[src/hdl/liu_regs.svh]
// Constants for the load instruction unit: field positions, opcodes, reset values
`ifndef LIU_REGS_SVH
`define LIU_REGS_SVH

// ==========================================================
// Instruction field positions
`define LIU_OPC_LSB 26
`define LIU_RS_LSB 21
`define LIU_RT_LSB 16
`define LIU_RD_LSB 11
`define LIU_FD_LSB 6
`define LIU_FUNC_LSB 0
`define LIU_IMM_LSB 0

// ==========================================================
// Major opcodes and function codes
`define LIU_OPC_SIGNED_HALF 6'h21
`define LIU_OPC_UNSIGNED_HALF 6'h25
`define LIU_OPC_LINKED_WORD 6'h30
`define LIU_OPC_UPPER_IMM 6'h0F
`define LIU_OPC_FP_EXTENDED 6'h13
`define LIU_FUNC_UNALIGNED_DOUBLE 6'h05
`define LIU_OPC_WORD 6'h23
`define LIU_OPC_FP_WORD 6'h31
`define LIU_ZERO_FIELD 5'h00

// ==========================================================
// Reset values and address constants
`define LIU_LINK_RST 1'b0
`define LIU_HI_WORD_XOR 3'h4

`endif

[src/hdl/liu_pkg.sv]
// Types shared by the load instruction unit and its neighbours
package liu_pkg;

  // ==========================================================
  // Decoded operation
  typedef enum logic [2:0] {
    LIU_OP_ILLEGAL = 3'h0,
    LIU_OP_SIGNED_HALF = 3'h1,
    LIU_OP_UNSIGNED_HALF = 3'h2,
    LIU_OP_LINKED_WORD = 3'h3,
    LIU_OP_UPPER_IMM = 3'h4,
    LIU_OP_UNALIGNED_DOUBLE = 3'h5,
    LIU_OP_WORD = 3'h6,
    LIU_OP_FP_WORD = 3'h7
  } liu_op_e;

  // ==========================================================
  // Exception codes reported to the exception logic
  typedef enum logic [2:0] {
    LIU_EXC_NONE = 3'h0,
    LIU_EXC_ADDR_ERROR = 3'h1,
    LIU_EXC_TLB_REFILL = 3'h2,
    LIU_EXC_TLB_INVALID = 3'h3,
    LIU_EXC_BUS_ERROR = 3'h4,
    LIU_EXC_WATCH = 3'h5,
    LIU_EXC_RSVD_INSTR = 3'h6,
    LIU_EXC_COP_UNUSABLE = 3'h7
  } liu_exc_e;

  // ==========================================================
  // Memory access size
  typedef enum logic [1:0] {
    LIU_SIZE_HALF = 2'h1,
    LIU_SIZE_WORD = 2'h2
  } liu_size_e;

  // ==========================================================
  // Sequencer states
  typedef enum logic [2:0] {
    LIU_ST_IDLE = 3'b001,
    LIU_ST_MEM_LO = 3'b010,
    LIU_ST_MEM_HI = 3'b100
  } liu_state_e;

  // ==========================================================
  // Faults returned with a memory answer
  typedef struct packed {
    logic tlb_refill;
    logic tlb_invalid;
    logic bus_err;
    logic watch;
  } liu_fault_s;

endpackage

[src/hdl/liu_load_unit.sv]
// Load instruction unit: decode, effective address, alignment, lanes, write-back
//
// Local design decisions: the plain strobed port and the register offsets.
`timescale 1ns/1ps
`include "liu_regs.svh"

// ==========================================================
// Behaviour
// RULE1 - Address is sign-extended offset plus base
// RULE2 - Unsigned halfword load zero-extends into GPR
// RULE3 - Odd halfword address: address error, no access
// RULE4 - Endian XOR on address bit, lane select
// RULE5 - Signed halfword reports translation, bus, watch faults
// RULE6 - Linked load fetches word, sets link flag
// RULE7 - One atomic sequence; new link replaces old
// RULE8 - Linked load never disturbs other processors
// RULE9 - Linked load checks word alignment, reserved instruction
// RULE10 - Software links only synchronizable locations
// RULE11 - Upper immediate shifted sixteen, no exception
// RULE12 - Indexed double address is base plus index
// RULE13 - Indexed double clears low bits, never misaligned
// RULE14 - Low word first, high at XOR four
// RULE15 - Sixteen register FP mode gives undefined result
// RULE16 - Indexed double raises only its listed exceptions
// RULE17 - Word load sign-extends to GPR width
// RULE18 - Word load checks two low address bits
// RULE19 - FP word load fills low word only
// RULE20 - FP word load checks word alignment
// RULE21 - Exception blocks register and link flag update
module liu_load_unit #(
  parameter int GW = 32
) (
  input wire logic clk_i,
  input wire logic sys_rst_i,
  input wire logic issue_valid_i,
  output logic issue_ready_o,
  input wire logic [31:0] instr_i,
  input wire logic [GW-1:0] base_i,
  input wire logic [GW-1:0] index_i,
  input wire logic reverse_endian_state_i,
  input wire logic big_endian_state_i,
  input wire logic cop1_usable_i,
  input wire logic fpu_sixteen_reg_mode_i,
  input wire logic link_enable_i,
  input wire logic link_clear_i,
  output logic mem_req_o,
  output logic [GW-1:0] mem_addr_o,
  output liu_pkg::liu_size_e mem_size_o,
  input wire logic mem_ack_i,
  input wire logic [31:0] mem_rdata_i,
  input wire liu_pkg::liu_fault_s mem_fault_i,
  output logic done_o,
  output logic exc_valid_o,
  output liu_pkg::liu_exc_e exc_code_o,
  output logic [GW-1:0] exc_vaddr_o,
  output logic gpr_we_o,
  output logic [4:0] gpr_waddr_o,
  output logic [GW-1:0] gpr_wdata_o,
  output logic fpr_we_o,
  output logic fpr_hi_we_o,
  output logic [4:0] fpr_waddr_o,
  output logic [63:0] fpr_wdata_o,
  output logic link_flag_o
);

  // ==========================================================
  // Decode
  liu_pkg::liu_state_e state;
  liu_pkg::liu_op_e op;
  liu_pkg::liu_op_e op_q;
  liu_pkg::liu_exc_e early_exc;
  liu_pkg::liu_exc_e mem_exc;
  logic [5:0] opc;
  logic [5:0] func;
  logic accept;
  logic [GW-1:0] off_ext;
  logic [GW-1:0] ea_mem;
  logic [GW-1:0] ea_idx;
  logic [GW-1:0] ea_dbl;
  logic [GW-1:0] start_addr;
  logic [GW-1:0] vaddr_q;
  logic [4:0] dest_q;
  logic [1:0] lane_q;
  logic [31:0] lo_word_q;
  logic [15:0] half;
  logic [GW-1:0] upper_imm;

  assign opc = instr_i[`LIU_OPC_LSB +: 6];
  assign func = instr_i[`LIU_FUNC_LSB +: 6];
  assign issue_ready_o = (state == liu_pkg::LIU_ST_IDLE);
  assign accept = issue_valid_i && issue_ready_o;

  always_comb
  begin
    op = liu_pkg::LIU_OP_ILLEGAL;
    unique case (opc)
      `LIU_OPC_SIGNED_HALF: op = liu_pkg::LIU_OP_SIGNED_HALF;
      `LIU_OPC_UNSIGNED_HALF: op = liu_pkg::LIU_OP_UNSIGNED_HALF;
      `LIU_OPC_LINKED_WORD: op = liu_pkg::LIU_OP_LINKED_WORD;
      `LIU_OPC_WORD: op = liu_pkg::LIU_OP_WORD;
      `LIU_OPC_FP_WORD: op = liu_pkg::LIU_OP_FP_WORD;
      `LIU_OPC_UPPER_IMM:
        if (instr_i[`LIU_RS_LSB +: 5] == `LIU_ZERO_FIELD)
          op = liu_pkg::LIU_OP_UPPER_IMM;
      `LIU_OPC_FP_EXTENDED:
        if (func == `LIU_FUNC_UNALIGNED_DOUBLE
            && instr_i[`LIU_RD_LSB +: 5] == `LIU_ZERO_FIELD)
          op = liu_pkg::LIU_OP_UNALIGNED_DOUBLE; // RULE12
      default: op = liu_pkg::LIU_OP_ILLEGAL;
    endcase
  end

  // ==========================================================
  // Effective address
  assign off_ext = GW'($signed(instr_i[`LIU_IMM_LSB +: 16]));
  assign ea_mem = base_i + off_ext; // RULE1
  assign ea_idx = base_i + index_i; // RULE12
  assign ea_dbl = {ea_idx[GW-1:3], 3'h0}; // RULE13
  assign upper_imm = GW'($signed({instr_i[`LIU_IMM_LSB +: 16], 16'h0000})); // RULE11

  // Translation maps page bits only, so endian flips on low bits are applied here
  always_comb
  begin
    start_addr = ea_mem;
    if (op == liu_pkg::LIU_OP_UNALIGNED_DOUBLE)
      start_addr = ea_dbl ^ GW'({big_endian_state_i ^ reverse_endian_state_i, 2'h0});
    else if (op == liu_pkg::LIU_OP_SIGNED_HALF || op == liu_pkg::LIU_OP_UNSIGNED_HALF)
      start_addr = ea_mem ^ GW'({reverse_endian_state_i, 1'b0}); // RULE4
  end

  // Checks made before any memory access is started
  always_comb
  begin
    early_exc = liu_pkg::LIU_EXC_NONE;
    unique case (op)
      liu_pkg::LIU_OP_SIGNED_HALF,
      liu_pkg::LIU_OP_UNSIGNED_HALF:
        if (ea_mem[0])
          early_exc = liu_pkg::LIU_EXC_ADDR_ERROR; // RULE3
      liu_pkg::LIU_OP_LINKED_WORD:
        if (!link_enable_i)
          early_exc = liu_pkg::LIU_EXC_RSVD_INSTR; // RULE9
        else if (ea_mem[1:0] != 2'h0)
          early_exc = liu_pkg::LIU_EXC_ADDR_ERROR; // RULE9
      liu_pkg::LIU_OP_WORD:
        if (ea_mem[1:0] != 2'h0)
          early_exc = liu_pkg::LIU_EXC_ADDR_ERROR; // RULE18
      liu_pkg::LIU_OP_FP_WORD:
        if (!cop1_usable_i)
          early_exc = liu_pkg::LIU_EXC_COP_UNUSABLE;
        else if (ea_mem[1:0] != 2'h0)
          early_exc = liu_pkg::LIU_EXC_ADDR_ERROR; // RULE20
      liu_pkg::LIU_OP_UNALIGNED_DOUBLE:
        // Sixteen-register mode is not checked; the loaded value is undefined there
        if (!cop1_usable_i)
          early_exc = liu_pkg::LIU_EXC_COP_UNUSABLE; // RULE13 RULE15 RULE16
      liu_pkg::LIU_OP_UPPER_IMM:
        early_exc = liu_pkg::LIU_EXC_NONE; // RULE11
      liu_pkg::LIU_OP_ILLEGAL:
        early_exc = liu_pkg::LIU_EXC_RSVD_INSTR;
    endcase
  end

  // Faults from the memory side; bus error only where the load lists it
  always_comb
  begin
    mem_exc = liu_pkg::LIU_EXC_NONE;
    if (mem_fault_i.tlb_refill)
      mem_exc = liu_pkg::LIU_EXC_TLB_REFILL; // RULE5
    else if (mem_fault_i.tlb_invalid)
      mem_exc = liu_pkg::LIU_EXC_TLB_INVALID; // RULE5
    else if (mem_fault_i.watch)
      mem_exc = liu_pkg::LIU_EXC_WATCH; // RULE5
    else if (mem_fault_i.bus_err
             && (op_q == liu_pkg::LIU_OP_SIGNED_HALF || op_q == liu_pkg::LIU_OP_WORD))
      mem_exc = liu_pkg::LIU_EXC_BUS_ERROR; // RULE5 RULE16
  end

  // Lane is 0 or 2 only, since halfword addresses are even
  assign half = lane_q[1] ? mem_rdata_i[31:16] : mem_rdata_i[15:0]; // RULE4

  // ==========================================================
  // Sequencer
  always_ff @(posedge clk_i or posedge sys_rst_i)
  begin
    if (sys_rst_i)
      state <= liu_pkg::LIU_ST_IDLE;
    else
    begin
      unique case (state)
        liu_pkg::LIU_ST_IDLE:
          if (accept && early_exc == liu_pkg::LIU_EXC_NONE && op != liu_pkg::LIU_OP_UPPER_IMM)
            state <= liu_pkg::LIU_ST_MEM_LO; // RULE3
        liu_pkg::LIU_ST_MEM_LO:
          if (mem_ack_i)
          begin
            if (mem_exc == liu_pkg::LIU_EXC_NONE && op_q == liu_pkg::LIU_OP_UNALIGNED_DOUBLE)
              state <= liu_pkg::LIU_ST_MEM_HI; // RULE14
            else
              state <= liu_pkg::LIU_ST_IDLE;
          end
        liu_pkg::LIU_ST_MEM_HI:
          if (mem_ack_i)
            state <= liu_pkg::LIU_ST_IDLE;
      endcase
    end
  end

  // Operation context held for the length of the access
  always_ff @(posedge clk_i or posedge sys_rst_i)
  begin
    if (sys_rst_i)
    begin
      op_q <= liu_pkg::LIU_OP_ILLEGAL;
      dest_q <= 5'h00;
      lane_q <= 2'h0;
      vaddr_q <= '0;
    end
    else if (accept)
    begin
      op_q <= op;
      dest_q <= (op == liu_pkg::LIU_OP_UNALIGNED_DOUBLE) ?
                instr_i[`LIU_FD_LSB +: 5] : instr_i[`LIU_RT_LSB +: 5];
      lane_q <= ea_mem[1:0] ^ {big_endian_state_i, 1'b0}; // RULE4
      vaddr_q <= (op == liu_pkg::LIU_OP_UNALIGNED_DOUBLE) ? ea_dbl : ea_mem;
    end
  end

  // ==========================================================
  // Memory request
  always_ff @(posedge clk_i or posedge sys_rst_i)
  begin
    if (sys_rst_i)
    begin
      mem_req_o <= 1'b0;
      mem_addr_o <= '0;
      mem_size_o <= liu_pkg::LIU_SIZE_WORD;
    end
    else if (accept)
    begin
      mem_req_o <= (early_exc == liu_pkg::LIU_EXC_NONE) && (op != liu_pkg::LIU_OP_UPPER_IMM);
      mem_addr_o <= start_addr; // RULE1
      mem_size_o <= (op == liu_pkg::LIU_OP_SIGNED_HALF || op == liu_pkg::LIU_OP_UNSIGNED_HALF) ?
                    liu_pkg::LIU_SIZE_HALF : liu_pkg::LIU_SIZE_WORD;
    end
    else if (mem_ack_i && state == liu_pkg::LIU_ST_MEM_LO
             && op_q == liu_pkg::LIU_OP_UNALIGNED_DOUBLE && mem_exc == liu_pkg::LIU_EXC_NONE)
      mem_addr_o <= mem_addr_o ^ GW'(`LIU_HI_WORD_XOR); // RULE14
    else if (mem_ack_i)
      mem_req_o <= 1'b0;
  end

  always_ff @(posedge clk_i or posedge sys_rst_i)
  begin
    if (sys_rst_i)
      lo_word_q <= 32'h00000000;
    else if (mem_ack_i && state == liu_pkg::LIU_ST_MEM_LO)
      lo_word_q <= mem_rdata_i; // RULE14
  end

  // ==========================================================
  // Write-back and exception report, one-cycle pulses
  always_ff @(posedge clk_i or posedge sys_rst_i)
  begin
    if (sys_rst_i)
    begin
      done_o <= 1'b0;
      exc_valid_o <= 1'b0;
      exc_code_o <= liu_pkg::LIU_EXC_NONE;
      exc_vaddr_o <= '0;
      gpr_we_o <= 1'b0;
      gpr_waddr_o <= 5'h00;
      gpr_wdata_o <= '0;
      fpr_we_o <= 1'b0;
      fpr_hi_we_o <= 1'b0;
      fpr_waddr_o <= 5'h00;
      fpr_wdata_o <= 64'h0000000000000000;
    end
    else
    begin
      done_o <= 1'b0;
      exc_valid_o <= 1'b0;
      gpr_we_o <= 1'b0;
      fpr_we_o <= 1'b0;
      fpr_hi_we_o <= 1'b0;
      if (accept && early_exc != liu_pkg::LIU_EXC_NONE)
      begin
        done_o <= 1'b1;
        exc_valid_o <= 1'b1; // RULE21
        exc_code_o <= early_exc;
        exc_vaddr_o <= (op == liu_pkg::LIU_OP_UNALIGNED_DOUBLE) ? ea_dbl : ea_mem;
      end
      else if (accept && op == liu_pkg::LIU_OP_UPPER_IMM)
      begin
        done_o <= 1'b1;
        gpr_we_o <= 1'b1;
        gpr_waddr_o <= instr_i[`LIU_RT_LSB +: 5];
        gpr_wdata_o <= upper_imm; // RULE11
      end
      else if (mem_ack_i && state != liu_pkg::LIU_ST_IDLE && mem_exc != liu_pkg::LIU_EXC_NONE)
      begin
        done_o <= 1'b1;
        exc_valid_o <= 1'b1; // RULE21
        exc_code_o <= mem_exc;
        exc_vaddr_o <= vaddr_q;
      end
      else if (mem_ack_i && state == liu_pkg::LIU_ST_MEM_HI)
      begin
        done_o <= 1'b1;
        fpr_we_o <= 1'b1;
        fpr_hi_we_o <= 1'b1;
        fpr_waddr_o <= dest_q;
        fpr_wdata_o <= {mem_rdata_i, lo_word_q}; // RULE14
      end
      else if (mem_ack_i && state == liu_pkg::LIU_ST_MEM_LO
               && op_q != liu_pkg::LIU_OP_UNALIGNED_DOUBLE)
      begin
        done_o <= 1'b1;
        if (op_q == liu_pkg::LIU_OP_FP_WORD)
        begin
          // Upper half left untouched; its content is undefined after this load
          fpr_we_o <= 1'b1; // RULE19
          fpr_waddr_o <= dest_q;
          fpr_wdata_o <= {32'h00000000, mem_rdata_i}; // RULE19
        end
        else
        begin
          gpr_we_o <= 1'b1;
          gpr_waddr_o <= dest_q;
          unique case (op_q)
            liu_pkg::LIU_OP_SIGNED_HALF: gpr_wdata_o <= GW'($signed(half));
            liu_pkg::LIU_OP_UNSIGNED_HALF: gpr_wdata_o <= GW'(half); // RULE2
            default: gpr_wdata_o <= GW'($signed(mem_rdata_i)); // RULE6 RULE17
          endcase
        end
      end
    end
  end

  // ==========================================================
  // Link flag
  // Only a local flag; no snoop or invalidate goes out, so remote stores are unaffected
  always_ff @(posedge clk_i or posedge sys_rst_i)
  begin
    if (sys_rst_i)
      link_flag_o <= `LIU_LINK_RST;
    else if (mem_ack_i && state == liu_pkg::LIU_ST_MEM_LO
             && op_q == liu_pkg::LIU_OP_LINKED_WORD && mem_exc == liu_pkg::LIU_EXC_NONE)
      link_flag_o <= 1'b1; // RULE6 RULE7 RULE8 RULE21
    else if (link_clear_i)
      link_flag_o <= 1'b0;
  end

  // ==========================================================
  // Assertions
  a_ea_request: assert property (@(posedge clk_i) disable iff (sys_rst_i) // RULE1
    accept && op == liu_pkg::LIU_OP_WORD && early_exc == liu_pkg::LIU_EXC_NONE
    |=> mem_req_o && mem_addr_o == $past(base_i) + GW'($signed($past(instr_i[15:0]))))
    else $error("word load address wrong");

  a_half_align: assert property (@(posedge clk_i) disable iff (sys_rst_i) // RULE3
    accept && (op == liu_pkg::LIU_OP_SIGNED_HALF || op == liu_pkg::LIU_OP_UNSIGNED_HALF)
    && ea_mem[0]
    |=> exc_valid_o && exc_code_o == liu_pkg::LIU_EXC_ADDR_ERROR && !mem_req_o)
    else $error("odd halfword address not refused");

  a_word_align: assert property (@(posedge clk_i) disable iff (sys_rst_i) // RULE18
    accept && op == liu_pkg::LIU_OP_WORD && ea_mem[1:0] != 2'h0
    |=> exc_valid_o && exc_code_o == liu_pkg::LIU_EXC_ADDR_ERROR && !gpr_we_o)
    else $error("misaligned word not refused");

  a_upper_imm: assert property (@(posedge clk_i) disable iff (sys_rst_i) // RULE11
    accept && op == liu_pkg::LIU_OP_UPPER_IMM
    |=> gpr_we_o && !exc_valid_o && gpr_wdata_o[15:0] == 16'h0000
    && gpr_wdata_o[31:16] == $past(instr_i[15:0]))
    else $error("upper immediate result wrong");

  a_link_set: assert property (@(posedge clk_i) disable iff (sys_rst_i) // RULE6
    mem_ack_i && state == liu_pkg::LIU_ST_MEM_LO && op_q == liu_pkg::LIU_OP_LINKED_WORD
    && mem_exc == liu_pkg::LIU_EXC_NONE
    |=> link_flag_o && gpr_we_o && gpr_wdata_o[31:0] == $past(mem_rdata_i))
    else $error("linked load did not set link flag");

  a_exc_no_write: assert property (@(posedge clk_i) disable iff (sys_rst_i) // RULE21
    exc_valid_o |-> !gpr_we_o && !fpr_we_o
    && (link_flag_o == $past(link_flag_o) || $past(link_clear_i)))
    else $error("state updated on exception");

  a_hi_word_addr: assert property (@(posedge clk_i) disable iff (sys_rst_i) // RULE14
    mem_ack_i && state == liu_pkg::LIU_ST_MEM_LO
    && op_q == liu_pkg::LIU_OP_UNALIGNED_DOUBLE && mem_exc == liu_pkg::LIU_EXC_NONE
    |=> state == liu_pkg::LIU_ST_MEM_HI && mem_req_o
    && mem_addr_o == ($past(mem_addr_o) ^ GW'(`LIU_HI_WORD_XOR)))
    else $error("high word address wrong");

  a_dbl_no_align: assert property (@(posedge clk_i) disable iff (sys_rst_i) // RULE13
    accept && op == liu_pkg::LIU_OP_UNALIGNED_DOUBLE && cop1_usable_i
    |=> mem_req_o && mem_addr_o[1:0] == 2'h0 && !exc_valid_o)
    else $error("indexed double misaligned or refused");

  a_unsigned_ext: assert property (@(posedge clk_i) disable iff (sys_rst_i) // RULE2
    mem_ack_i && state == liu_pkg::LIU_ST_MEM_LO && op_q == liu_pkg::LIU_OP_UNSIGNED_HALF
    && mem_exc == liu_pkg::LIU_EXC_NONE
    |=> gpr_we_o && gpr_wdata_o[GW-1:16] == '0)
    else $error("unsigned halfword not zero-extended");

endmodule // liu_load_unit

[config.mk]
export PLATFORM = sky130hd
export DESIGN_NAME = liu_load_unit
export DESIGN_NICKNAME = d
export VERILOG_FILES = /design/src/hdl/liu_pkg.sv /design/src/hdl/liu_load_unit.sv
export VERILOG_INCLUDE_DIRS = /design/src /design/src/hdl
export SDC_FILE = /design/constraint.sdc
export NUM_CORES = 1
export LEC_CHECK = 0
export BUFFER_PORTS_ARGS = -buffer_cell sky130_fd_sc_hd__buf_2
export CAP_MARGIN = 30
export CORE_MARGIN = 1.5
export CORE_UTILIZATION = 60
export CTS_BUF_LIST = sky130_fd_sc_hd__clkbuf_2
export DETAILED_ROUTE_END_ITERATION = 10
export PLACE_DENSITY = 0.95
export SYNTH_ARGS = -nofsm -noshare
export SYNTH_HDL_FRONTEND = slang
export SYNTH_SLANG_ARGS = --single-unit
[constraint.sdc]
create_clock -name clk_i -period 11.07 [get_ports clk_i]
set_input_delay 0.5535 -clock clk_i [delete_from_list [all_inputs] [get_ports clk_i]]
set_output_delay 0.5535 -clock clk_i [all_outputs]
set_load 0.02 [all_outputs]
* Yosys cells after proc, flatten, opt, wreduce, memory -nomap -nowiden
Cells that the tools add are included.
Storage, ports and cells: bits in registers 259, bits in latches 0, bits in writable memories 0, bits in read-only memories 0, input port bits 142, logic and storage cells 186, memories 0
Operators by class: add/sub/neg operators 2, multiply operators 0, divide/modulo/power cells 0, $lt $le $gt $ge 0, equality and inequality tests 35, shift operators 0, multiplexer cells 78, bitwise logic cells 8, reduce and logical (&&, ||, !) cells 41
Operators by type and width (count):
- $mux 32 | 12
- $mux 64 | 3
- $add 32x32->32 | 2
- $pmux 32 s2 | 1
- $mux 3 | 17
- $mux 5 | 9
- $pmux 3 s7 | 2
- $xor 32x2->32 | 1
- $xor 32x3->32 | 1
- $mux 1 | 31
- $eq 6x6->1 const B | 5
- $eq 3x3->1 const B | 8
- $logic_and 1x1->1 | 18
- $mux 16 | 1
- $reduce_bool 2->1 | 8
- $eq 3x2->1 const B | 5
- $ne 2x2->1 const B | 7
- $logic_not 5->1 | 2
- $reduce_and 5->1 | 2
- $eq 3x1->1 const B | 3
- $logic_not 3->1 | 3
- $pmux 3 s3 | 1
- $eq 6x3->1 const B | 1
- $eq 6x4->1 const B | 1
- other kinds (13) | 20

* Depth between registers and ports, before layout
word-level depth 12, gate-level depth with buffers 13, depth with buffers taken out 12

* Worst setup path before layout
OpenSTA, ideal clock, no wires.
path kind input to register, start input instr_i[29], end register fpr_waddr_o[0], setup time 0.125 ns, arrival time 3.146 ns, required time 10.945 ns, setup slack 7.799 ns, stages on the path 11, path buffers 3, cell sequence nor4_1 nand2_1 or4_1 buf_2 and3_4 nor4_4 nor2_2 or3_4 buf_6 buf_6 mux2_4
Between the ends: longest elaborated chain between the ends 9
Ends and longest elaborated chain:
- start, declared | line liu_load_unit.sv:37 | input wire logic [31:0] instr_i,
- $eq 6x5->1 (tied with other cells) | line liu_load_unit.sv:96 | unique case (opc)
- $pmux 3 s7 (*) | line liu_load_unit.sv:96
- $eq 3x1->1 or $eq 3x2->1 (tied branches) | line liu_load_unit.sv:135 | unique case (op)
- $reduce_or 2->1 | line liu_load_unit.sv:135
- $pmux 3 s7 | line liu_load_unit.sv:135
- $reduce_bool 3->1 | line liu_load_unit.sv:286 | if (accept && early_exc != liu_pkg::LIU_EXC_NONE)
- $logic_and 1x1->1 | line liu_load_unit.sv:286
- $not 1->1 (no source line)
- $reduce_and 5->1 (no source line) (*)
- end signal, assigned | line liu_load_unit.sv:312 | fpr_waddr_o <= dest_q;
- end signal, assigned | line liu_load_unit.sv:323 | fpr_waddr_o <= dest_q;
- end, declared | line liu_load_unit.sv:61 | output logic [4:0] fpr_waddr_o,
Mark *: on every way between the ends. The rest lies on a longest branch, timed or not. A chain may end at the register's enable or synchronous reset.

* Worst setup path after layout
start input instr_i[0], end register gpr_waddr_o[3]
Between the ends: longest elaborated chain between the ends 11
Ends and longest elaborated chain:
- branches (longest 11 deep; another with $add 32x32->32)
- end signal, assigned | line liu_load_unit.sv:297 | gpr_waddr_o <= instr_i[`LIU_RT_LSB +: 5];
- end signal, assigned | line liu_load_unit.sv:329 | gpr_waddr_o <= dest_q;
- end, declared | line liu_load_unit.sv:57 | output logic [4:0] gpr_waddr_o,
Parallel ways; which one is timed is not known.

==> reports/metrics.yaml <==
status: "completed"
first_pass_iters: 6
cts_buffer_depth: 3
maxCapViolations: 0
synth_top_area_share: 0.459
ir_drop_mv: 0.146
syn_to_final_growth_pct: 20.2
initial_core_util: 0.615
layoutNonFillerInstCount: 2155
syn-cell-area_sq_um: 14000
grt_max_degree: 131
place_congestion: 0.982
layout_min_cycle_time_ps: 4750
crit_path_start_kind: "primary input"
htreeDepth: 3
track_usage: 0.397
dp.cells: 2001
drv_slew: 0
insertion_delay_ps: 910
ctsResizeCount: 0
yosys_most_used_dff: "dfrtp_1"
dpl.hpwl_microns: 31400
vias_per_cell: 6.39
setup_viol: 0
cp_slowest_cell: "nor2_2"
fmax_mhz: 211
drc_errors: 0
drt_iter0_drc: 1625
num_vias: 13800
synth_cells: 1456
postSynth.asyncResetShare: 1.00
avgSynthCellArea_sq_um: 9.59
crit_required_ps: 11720
ant_nets: 0
p_leak_nw: 8.39
synth-edff-count: 0
die_w_microns: 156
rsz0062_at_grt: "no"
slew_headroom: 0.270
yosysWarnings: 0
io_buffers: 323
fin_crit_sh: 0.429
timing.setup.tns_ps: 0
drive_gt1_frac: 0.268
cts_buffers: 66
wl_per_cell_microns: 22.1
core_area_sq_um: 22700
root_buffer: "clkbuf_2"
end_kind: "flop"
p_per_area_nw_per_um2: 214
synth_nets: 1660
ys_seq_area_frac: 0.463
die-area_sq_um: 24200
nNetsFinal: 2030
wl_microns: 47700
crit_chain: "dlygate4sd3_1, buf_2, nor4bb_1, nand2_1, or4_1, a311oi_1, nor4_4, nor2_2, nor2_1, nand2_2, buf_4, o21ai_0"
synth.distinct_cells: 71
cts.sinks: 258
worst-path-max-fanout: 75
grt_pass1_wl_microns: 74500
cts_tree: "done"
grt_overflow: 0
critical_path.max_stage_delay_ps: 860
die_y_microns: 156
ios: 325
ys_top_cells_by_area: "dfrtp_1 46%, ha_1 5.5%, nand2_1 5.1%, mux2i_1 4.9%, a21oi_1 4.3%"
antenna_found_initial: 6
hp-class: "in -> reg"
rows: 55
criticalPathCategory: "in -> reg"
synth_top_cell_by_area: "dfrtp_1"
grt_pass1_vias: 13900
ys_ff_latch: 258
hold_viol_final: 0
fin_skew_ps: 90.1
tightestPinTransition_ps: 1090
critPathArrivalTime_ps: 5400
path_clk_slew_ps: 110
[metrics by stage]
stage	setup slack [ps]	hold WS (ps)	total power [mW]	cell area, sq um	util
floorplan	3420	439	2.38	14000	-
global placement	5730	449	2.79	15700	0.693
detailed placement	5860	463	2.87	15800	0.695
CTS	6230	0.596	3.53	16700	0.737
global route	6200	8.66	3.77	16800	0.739
finish	6320	47.4	3.59	16800	0.739
[worst max-delay path: cells and delay by family]
kind                   cells  cell delay, ps
and+or+nand+nor            7            2610
buffers and inverters      3            1300
AOI/OAI and AO/OA          2             890
[worst paths after layout]
check	start	endpoint	slack, ps	cells past startpoint
hold / removal	instr_i[1]	gpr_wdata_o[17]$_DFFE_PP0P_	50	3
setup / recovery	instr_i[0]	gpr_waddr_o[3]$_DFFE_PP0P_	6320	12
hold reg to reg	vaddr_q[6]$_DFFE_PP0P_	vaddr_q[6]$_DFFE_PP0P_	490	2
setup reg to reg	state[0]$_DFFE_PP1P_	gpr_waddr_o[3]$_DFFE_PP0P_	7230	10
max in group asynchronous	sys_rst_i	fpr_wdata_o[15]$_DFFE_PP0P_	9140	4
min in group asynchronous	sys_rst_i	fpr_wdata_o[43]$_DFFE_PP0P_	410	3
[timing repair]
item / in CTS / in global routing
hold buffers: 41 / 0
setup buffers: 0 / 0
hold endpoints to repair: 182 / 0
[cells in the final DEF (no fill, tap or decap), types with 5 or more instances in the layout]
| master | n |
|---|---|
| buf_2 | 323 |
| dfrtp_1 | 256 |
| nand2_1 | 188 |
| nor2_1 | 128 |
| a21oi_1 | 121 |
| o21ai_0 | 118 |
| clkbuf_2 | 94 |
| mux2i_1 | 69 |
| ha_1 | 61 |
| dlygate4sd3_1 | 41 |
| xnor2_1 | 35 |
| a22o_1 | 35 |
| mux2_2 | 34 |
| inv_1 | 28 |
| a21o_1 | 24 |
| xor2_1 | 19 |
| o31ai_1 | 19 |
| a22oi_1 | 18 |
| nand2b_1 | 16 |
| nand3_1 | 16 |
| a31oi_1 | 14 |
| o21a_1 | 12 |
| buf_4 | 12 |
| nor3_1 | 11 |
| and2_1 | 11 |
| nand4_1 | 10 |
| o22ai_1 | 10 |
| a211oi_1 | 10 |
| nor2b_1 | 9 |
| o21bai_1 | 7 |
| nor4_1 | 6 |
| diode_2 | 5 |
| or2_2 | 5 |
| or3_1 | 5 |
| clkinv_1 | 5 |
[Yosys cell counts (4+ instances only)]
cell        n
a221oi_1    4
buf_1       4
nor2_1    129
or3_1       5
a21o_1     24
a22o_1     35
buf_2      14
nand2b_1   16
xor2_1     19
and2_1     12
a21oi_1   121
nand2_1   190
mux2_2     34
or2_2       5
o21ai_0   118
o21a_1     12
dfrtp_1   256
nor2b_1     9
ha_1       61
a211oi_1   10
o22ai_1    10
nand4b_1    4
and3_1      4
o21bai_1    7
o31ai_1    19
o31a_1      4
inv_1      29
nand4_1    10
nor4_1      7
a31oi_1    14
nor3_1     13
nand3_1    16
a22oi_1    18
xnor2_1    35
clkbuf_1   57
and4_1      4
mux2i_1    69
[flip-flops by register name, indices dropped and copies added, names as in the netlist, 32 cells and up]
name	flops
fpr_wdata_o	64
exc_vaddr_o	32
gpr_wdata_o	32
lo_word_q	32
mem_addr_o	32
vaddr_q	32
[kinds of logic after synthesis]
| logic type | share of synthesized area |
|---|---|
| AO/OA/AOI/OAI | 0.192 |
| XOR/XNOR | 0.0339 |
| adder cells (fa/ha/maj) | 0.0561 |
| buffers and inverters | 0.0308 |
| flip-flops | 0.463 |
| multiplexers | 0.0801 |
| AND/OR/NAND/NOR | 0.144 |
[per-layer routing]
metal / global-route usage / vias up / share of wire
met3: 0.0978 / 266 / 0.11
met5: 0 / - / 0.00029
met1: 0.474 / 6489 / 0.36
met4: 0.264 / 2 / 0.069
li1: - / 6000 / -
met2: 0.641 / 1015 / 0.46
[power by group]
part	switching, mW	internal [mW]
clock	0.422	0.232
sequential	0.209	1.28
combinational	0.909	0.538
[cell type report]
class,instances,area (sq um)
sequential,258,6460
clock inverter,13,85.1
tap,285,357
multi-input combinational,1092,7110
antenna,5,12.5
fill,1474,5930
timing repair buffer,379,2170
clock buffer,94,470
inverter,29,116
(Power assumes the default switching activity.)
